===== config.mk =====
export PLATFORM = sky130hd
export DESIGN_NAME = irq_pins_init_status
export DESIGN_NICKNAME = d
export VERILOG_FILES = /design/src/logic/irq_pins_pkg.sv /design/src/logic/irq_pins_init_status.sv /design/src/logic/irq_edge_qualifier.sv
export SDC_FILE = /design/constraint.sdc
export NUM_CORES = 1
export LEC_CHECK = 0
export ABC_CLOCK_PERIOD_IN_PS = 8200
export BUFFER_PORTS_ARGS = -buffer_cell sky130_fd_sc_hd__buf_2
export CAP_MARGIN = 25
export CELL_PAD_IN_SITES_DETAIL_PLACEMENT = 1
export CELL_PAD_IN_SITES_GLOBAL_PLACEMENT = 1
export CORE_ASPECT_RATIO = 0.75
export CORE_MARGIN = 4
export CORE_UTILIZATION = 48
export DETAILED_ROUTE_END_ITERATION = 8
export GPL_ROUTABILITY_DRIVEN = 0
export HOLD_SLACK_MARGIN = 0.08
export PLACE_DENSITY_LB_ADDON = 0.1
export SYNTH_ARGS = -nofsm -noshare
export SYNTH_HDL_FRONTEND = slang
export SYNTH_SLANG_ARGS = --single-unit

===== constraint.sdc =====
create_clock -name clk -period 8.2 [get_ports clk]
set_input_delay 0.41 -clock clk [delete_from_list [all_inputs] [get_ports clk]]
set_output_delay 0.41 -clock clk [all_outputs]
set_load 0.03 [all_outputs]

===== src/logic/irq_pins_pkg.sv =====
// Package for the interrupt pin front end: init status states, config, timing.
// Assumes one 200 MHz clock and a synchronous active-high reset.
package irq_pins_pkg;

  localparam int unsigned clk_period_ns = 5;
  // Bus cycle length in ns; each bus cycle is several core clocks
  localparam int unsigned bus_cycle_ns = 40;
  localparam int unsigned bus_cycle_clks = (bus_cycle_ns + clk_period_ns - 1) / clk_period_ns;
  localparam logic [3:0] bus_cycle_last = 4'(bus_cycle_clks - 1);
  // Self-test length in bus cycles
  localparam logic [7:0] self_test_cycles = 8'h20;
  // Words summed by the zero check
  localparam logic [3:0] sum_words = 4'h8;
  // Sync and async required sample counts
  localparam logic [1:0] sync_need = 2'h1;
  localparam logic [1:0] async_need = 2'h2;
  localparam int unsigned irq_lines = 4;

  typedef enum logic [2:0] {
    st_reset, st_self_test, st_sum_req, st_sum_wait, st_run, st_failed
  } init_state_e;

  // Bus interrupt control configuration
  typedef struct packed {
    logic line_zero_is_message;
    logic line_two_is_ext_ctrl;
    logic line_three_is_ack;
    logic async_mode;
  } irq_cfg_s;

  typedef struct packed {
    logic [3:0] irq;
    logic message;
    logic ext_req;
  } irq_events_s;

  function automatic logic [1:0] need_count(input logic async_mode);
    return async_mode ? async_need : sync_need;
  endfunction : need_count

endpackage : irq_pins_pkg


===== src/logic/irq_pins_init_status.sv =====
// Interrupt pin front end and init status output of the processor.
// Assumes the memory checksum read path and acknowledge cycle sequencer are outside.
`timescale 1ns/1ps
module irq_pins_init_status (
  // Clock and reset
  input wire logic clk,
  input wire logic reset,
  // Configuration from bus interrupt control
  input wire irq_pins_pkg::irq_cfg_s cfg,
  // Interrupt pins, active low
  input wire logic irq_line_zero_n,
  input wire logic irq_line_one_n,
  input wire logic irq_line_two_n,
  input wire logic irq_line_three_in_n,
  output logic irq_line_three_out,
  output logic irq_line_three_oe,
  // Strap and init status
  input wire logic bad_access_in,
  output logic init_fail_out,
  output logic init_fail_oe,
  output logic self_init_strap,
  output logic reserved_strap_seen,
  // Self-test and checksum handshake
  input wire logic self_test_ok,
  output logic sum_read_req,
  input wire logic sum_word_valid,
  input wire logic [31:0] sum_word,
  output logic init_done,
  // Interrupt-acknowledge transaction
  input wire logic ack_start,
  input wire logic data_cycle,
  input wire logic ack_end,
  output logic lock_out,
  // Qualified events
  output irq_pins_pkg::irq_events_s events
);
  import irq_pins_pkg::*;

  init_state_e state;
  init_state_e next_state;
  logic [3:0] div_cnt;
  logic [7:0] test_cnt;
  logic [3:0] word_cnt;
  logic [31:0] sum;
  logic in_ack;
  logic ack_latched;
  wire logic [3:0] hits;

  wire logic bus_tick = (div_cnt == bus_cycle_last);
  wire logic [31:0] next_sum = sum + sum_word;
  wire logic last_word = (word_cnt == sum_words - 4'h1);
  wire logic [1:0] need = need_count(cfg.async_mode);
  // only line zero and bad access matter under reset
  wire logic sample = bus_tick && !reset;
  wire logic [3:0] lines_n = {irq_line_three_in_n, irq_line_two_n, irq_line_one_n, irq_line_zero_n};
  wire logic ack_go = ack_start && cfg.line_three_is_ack;

  always_ff @(posedge clk) begin
    if (reset) div_cnt <= 4'h0;
    else div_cnt <= bus_tick ? 4'h0 : div_cnt + 4'h1;
  end

  for (genvar i = 0; i < irq_lines; i++) begin : g_line
    irq_edge_qualifier u_q (
      .clk(clk),
      .reset(reset),
      .sample(sample),
      .line_n(lines_n[i]),
      .need(need),
      .hit(hits[i])
    );
  end

  // straps caught while reset is held
  always_ff @(posedge clk) begin
    if (reset) begin
      self_init_strap <= bad_access_in;
      // low line zero during reset is reserved
      reserved_strap_seen <= !irq_line_zero_n;
    end
  end

  always_comb begin
    next_state = state;
    case (state)
      st_reset: next_state = st_self_test;
      st_self_test: if (bus_tick && test_cnt == self_test_cycles) begin
        next_state = self_test_ok ? st_sum_req : st_failed;
      end
      st_sum_req: next_state = st_sum_wait;
      st_sum_wait: if (sum_word_valid && last_word) begin
        next_state = (next_sum == 32'h0) ? st_run : st_failed;
      end
      st_run: next_state = st_run;
      st_failed: next_state = st_failed;
      default: next_state = st_reset;
    endcase
  end

  always_ff @(posedge clk) begin
    if (reset) begin
      state <= st_reset;
      test_cnt <= 8'h0;
      word_cnt <= 4'h0;
      sum <= 32'h0;
    end else begin
      state <= next_state;
      if (state == st_self_test && bus_tick) test_cnt <= test_cnt + 8'h1;
      if (state == st_sum_wait && sum_word_valid) begin
        sum <= next_sum;
        word_cnt <= word_cnt + 4'h1;
      end
    end
  end

  // Open-drain: pulled low during self-test and once failed
  always_ff @(posedge clk) begin
    if (reset) begin
      init_fail_out <= 1'b0;
      init_fail_oe <= 1'b0;
      sum_read_req <= 1'b0;
      init_done <= 1'b0;
    end else begin
      init_fail_oe <= (next_state == st_self_test) || (next_state == st_failed);
      init_fail_out <= 1'b0;
      sum_read_req <= (next_state == st_sum_req);
      init_done <= (next_state == st_run);
    end
  end

  always_ff @(posedge clk) begin
    if (reset) begin
      events <= '0;
    end else begin
      events.message <= hits[0] && cfg.line_zero_is_message;
      events.irq[0] <= hits[0] && !cfg.line_zero_is_message;
      events.irq[1] <= hits[1];
      events.ext_req <= hits[2] && cfg.line_two_is_ext_ctrl;
      events.irq[2] <= hits[2] && !cfg.line_two_is_ext_ctrl;
      events.irq[3] <= hits[3] && !cfg.line_three_is_ack;
    end
  end

  always_ff @(posedge clk) begin
    if (reset) begin
      in_ack <= 1'b0;
      ack_latched <= 1'b0;
      lock_out <= 1'b0;
      irq_line_three_out <= 1'b0;
      irq_line_three_oe <= 1'b0;
    end else begin
      if (ack_go) begin
        in_ack <= 1'b1;
        ack_latched <= 1'b1;
      end else if (ack_end) begin
        in_ack <= 1'b0;
        if (!data_cycle) ack_latched <= 1'b0;
      end else if (!in_ack && !data_cycle) begin
        ack_latched <= 1'b0;
      end
      lock_out <= ack_go || (in_ack && !ack_end);
      irq_line_three_out <= 1'b0;
      irq_line_three_oe <= cfg.line_three_is_ack && (ack_go || (ack_latched && !ack_end));
    end
  end
endmodule : irq_pins_init_status


===== src/logic/irq_edge_qualifier.sv =====
// One interrupt line qualifier: inactive-then-active on bus-cycle samples.
// Assumes sample strobe is one clock per bus cycle; lines are active low.
`timescale 1ns/1ps
module irq_edge_qualifier (
  // Clock and reset
  input wire logic clk,
  input wire logic reset,
  // Sampling
  input wire logic sample,
  input wire logic line_n,
  input wire logic [1:0] need,
  // Result
  output logic hit
);
  import irq_pins_pkg::*;

  logic [1:0] high_cnt;
  logic [1:0] low_cnt;
  logic armed;
  wire logic high_done = high_cnt >= need;
  wire logic low_done = (low_cnt + 2'h1) >= need;

  always_ff @(posedge clk) begin
    if (reset) begin
      high_cnt <= 2'h0;
      low_cnt <= 2'h0;
      armed <= 1'b0;
      hit <= 1'b0;
    end else begin
      hit <= 1'b0;
      if (sample) begin
        if (line_n) begin
          low_cnt <= 2'h0;
          if (!high_done) high_cnt <= high_cnt + 2'h1;
          armed <= high_done || ((high_cnt + 2'h1) >= need);
        end else begin
          high_cnt <= 2'h0;
          if (armed && low_done) begin
            hit <= 1'b1;
            armed <= 1'b0;
            low_cnt <= 2'h0;
          end else if (armed) begin
            low_cnt <= low_cnt + 2'h1;
          end
        end
      end
    end
  end
endmodule : irq_edge_qualifier


==> metrics.cfg <==
[global_route]
grt_max_degree=88
grt_pass1_vias=6404
antenna_found_initial=0
grt-ovfl-total=0
grt_pass1_wl_mm=32.7
grt_usage=0.267

[yosys]
synthArstFlopShare=0
synthTopCellsByArea=dfxtp_1 28%, ha_1 12%, a21oi_1 8.2%, nand2_1 6.8%, nor2_1 4.8%
synth_top_area_frac=0.279
synth-seq-area-share=0.289
dominantRegCellSynth=dfxtp_1
yosysTopAreaCell=dfxtp_1
synth-edff-count=2
syn_area_sq_um=6310
synth_cells=833
yosysWarnings=0
syn_avg_cell_area_sq_um=7.58
synth_seq_cells=90
synth_cell_types=69

[power]
leakage_nw=2.89
pwr-share-seq=0.434
netSwitchingPower_mw=0.266
power.density_nw_per_um2=146
intPower_mw=0.757
switching_share=0.260
power_frac_comb=0.098
p_clk_frac=0.468
vdd_drop_max_mv=0.103

[setup_path]
reg2reg_depth=11
rrSetupSlack_ns=3.80
critPathCapture=sum_read_req
required_ns=8.46
worst_setup_path_end_kind=register
crit_path_start_kind=register
path_max_fanout=3
r2r-end=sum_read_req
r2r-start=sum[0]
arrival_ns=4.67
worstSetupPathType=register to register
crit_start=sum[0]

[cts]
hold_buffers=0
post-cts-setup-buffers=0
clkSinkCount=90
cts_htree_levels=3
cts_made_buffers=9
ctsResizeCount=0
clkSlewWorstSetupHoldPaths_ns=0.08
ctsLongestPathBuffers=2
cts_tree=done
root_buffer=clkbuf_16
clk_latency_ns=0.35

[timing]
hold_violations=0
finalSetupViolCount=0
tns_ns=0
rsz0062_at_grt=no
tightest_slew_ns=1.05
timing.fmax_mhz=227
period_share=0.537
setup_ws_ns=3.80
relSlewSlack=0.301
min_period_ns=4.40
skew_ns=0.00823
finalMaxSlewViolations=0

[die]
die_x_microns=140
die_area_sq_um=15100
fp.coreArea_sq_um=12600
start_util=0.502
io_pins=63
num_rows=35
die_h_microns=107

[outcome]
outcome=finished clean

[cells_and_area]
fin_nets=973
fill_cells=1576
multiInputGateArea_sq_um=4240
drive_above_1_share=0.111
syn_to_final_growth_pct=11.1
regArea_sq_um=1820
num_antenna_cells=0

[detailed_routing]
routedWlPerCell_microns=19.3
drc_errors=0
vias_per_cell=6.20
vias=6425
drt_iter0_drc=424
ant_nets=0
first_pass_iters=5
drt_wl_total_mm=20.0

[run]
drv_cap=0

[min_path]
hp-start=bad_access_in
hold_class=primary input to register

[placement]
pre_cts_ws_ns=3.57
numPortBuffers=60
hpwlAfterDp_mm=14.9

## power groups by stage
stage / clock network [mW] / registers [mW] / logic (mW)
2_1_floorplan: 0 / 0.457 / 0.0622
3_3_place_gp: 0 / 0.454 / 0.0941
3_5_place_dp: 0 / 0.454 / 0.0980
4_1_cts: 0.479 / 0.444 / 0.0992
5_1_grt: 0.498 / 0.444 / 0.111
6_report: 0.478 / 0.444 / 0.101
## flip-flops by register name, summed over array words and instances, names as in the netlist
signal,flops
sum,32
g_line.u_q.low_cnt,8
ack_latched,1
lock_out,1
word_cnt,4
test_cnt,8
in_ack,1
self_init_strap,1
events,6
irq_line_three_oe,1
reserved_strap_seen,1
div_cnt,4
init_done,1
init_fail_oe,1
state,3
g_line.u_q.high_cnt,8
g_line.u_q.hit,4
sum_read_req,1
g_line.u_q.armed,4
## synth_stat cells, types with 6 or more instances
cell type,number
o211ai_1,6
a21oi_1,103
or3_1,10
nand4_1,17
xnor2_1,15
inv_1,23
clkbuf_1,40
nor4_1,8
or2_2,8
ha_1,59
dfxtp_1,88
nor3_1,22
nand3_1,22
a211oi_1,13
xor2_1,20
o21ai_0,42
a21o_1,13
nor3b_1,11
nand2_1,114
nor2b_1,8
and3_1,6
nand2b_1,11
nor2_1,80
## layer usage
metal	GRT usage	part of all wire
met5	0	0
met4	0.0553	0.013
met3	0.0417	0.062
met2	0.433	0.45
met1	0.376	0.47
## worst max-delay path, stage by stage, from the launching register on
cell and delay [ns]:
dfxtp_1 0.32, ha_1 0.21, fa_1 0.40, a21o_1 0.22, a21oi_1 0.17, xor2_1 0.20, or4bb_1 0.54, or4b_1 0.51
or4_1 0.39, or4_1 0.61, or4_4 0.53, a21boi_1 0.21
## cell type report
| class | instances | share of cell area |
|---|---|---|
| Clock buffer | 10 | 0.0341 |
| Clock inverter | 6 | 0.0137 |
| Inverter | 23 | 0.0123 |
| Multi-Input combinational cell | 678 | 0.604 |
| Sequential cell | 90 | 0.260 |
| Tap cell | 166 | 0.0296 |
| Timing Repair Buffer | 63 | 0.0460 |
## how the worst min path moves through the flow
stage / end / cells after the start
finish: self_init_strap / 1
global route: events[4] / 2
CTS: self_init_strap / 1
detailed placement: events[3] / 1
global placement: events[3] / 1
floorplan: events[3] / 1
## per-stage QoR
stage               power, mW   util  instances  hold slack, ns  area, sq um
floorplan               0.519      -        834           0.414         6320
global placement        0.548  0.531       1020           0.423         6680
detailed placement      0.552  0.531       1020           0.436         6680
CTS                      1.02  0.558       1036           0.229         7010
global route             1.05  0.558       1036           0.232         7010
finish                   1.02  0.558       1036           0.234         7010
## logic make-up after synthesis
kind of cell               synth area share
and+or+nand+nor                       0.268
muxes                               0.00793
AOI/OAI and AO/OA                     0.225
xor gates and xnor gates             0.0486
adders and majority gates             0.120
other                              0.000594
DFF                                   0.289
buffers and inverters                0.0406
## cells in the final DEF, fill, tap and decap left out, types with 4 or more instances in the layout
cell | synthesis | final
nand2_1 | 114 | 114
a21oi_1 | 103 | 103
dfxtp_1 | 88 | 88
nor2_1 | 80 | 80
buf_2 | 1 | 60
ha_1 | 59 | 59
o21ai_0 | 42 | 42
inv_1 | 23 | 23
nor3_1 | 22 | 22
nand3_1 | 22 | 22
xor2_1 | 20 | 20
nand4_1 | 17 | 17
xnor2_1 | 15 | 15
a21o_1 | 13 | 13
a211oi_1 | 13 | 13
nand2b_1 | 11 | 11
nor3b_1 | 11 | 11
or3_1 | 10 | 10
clkbuf_16 | 0 | 9
or2_2 | 8 | 8
nor2b_1 | 8 | 8
nor4_1 | 8 | 8
and3_1 | 6 | 6
o211ai_1 | 6 | 6
a31oi_1 | 5 | 5
o221ai_1 | 5 | 5
a22oi_1 | 5 | 5
mux2i_1 | 5 | 5
or4_1 | 5 | 5
o21a_1 | 4 | 4
and2_1 | 4 | 4
and4_1 | 4 | 4
(Power assumes the default switching activity.)
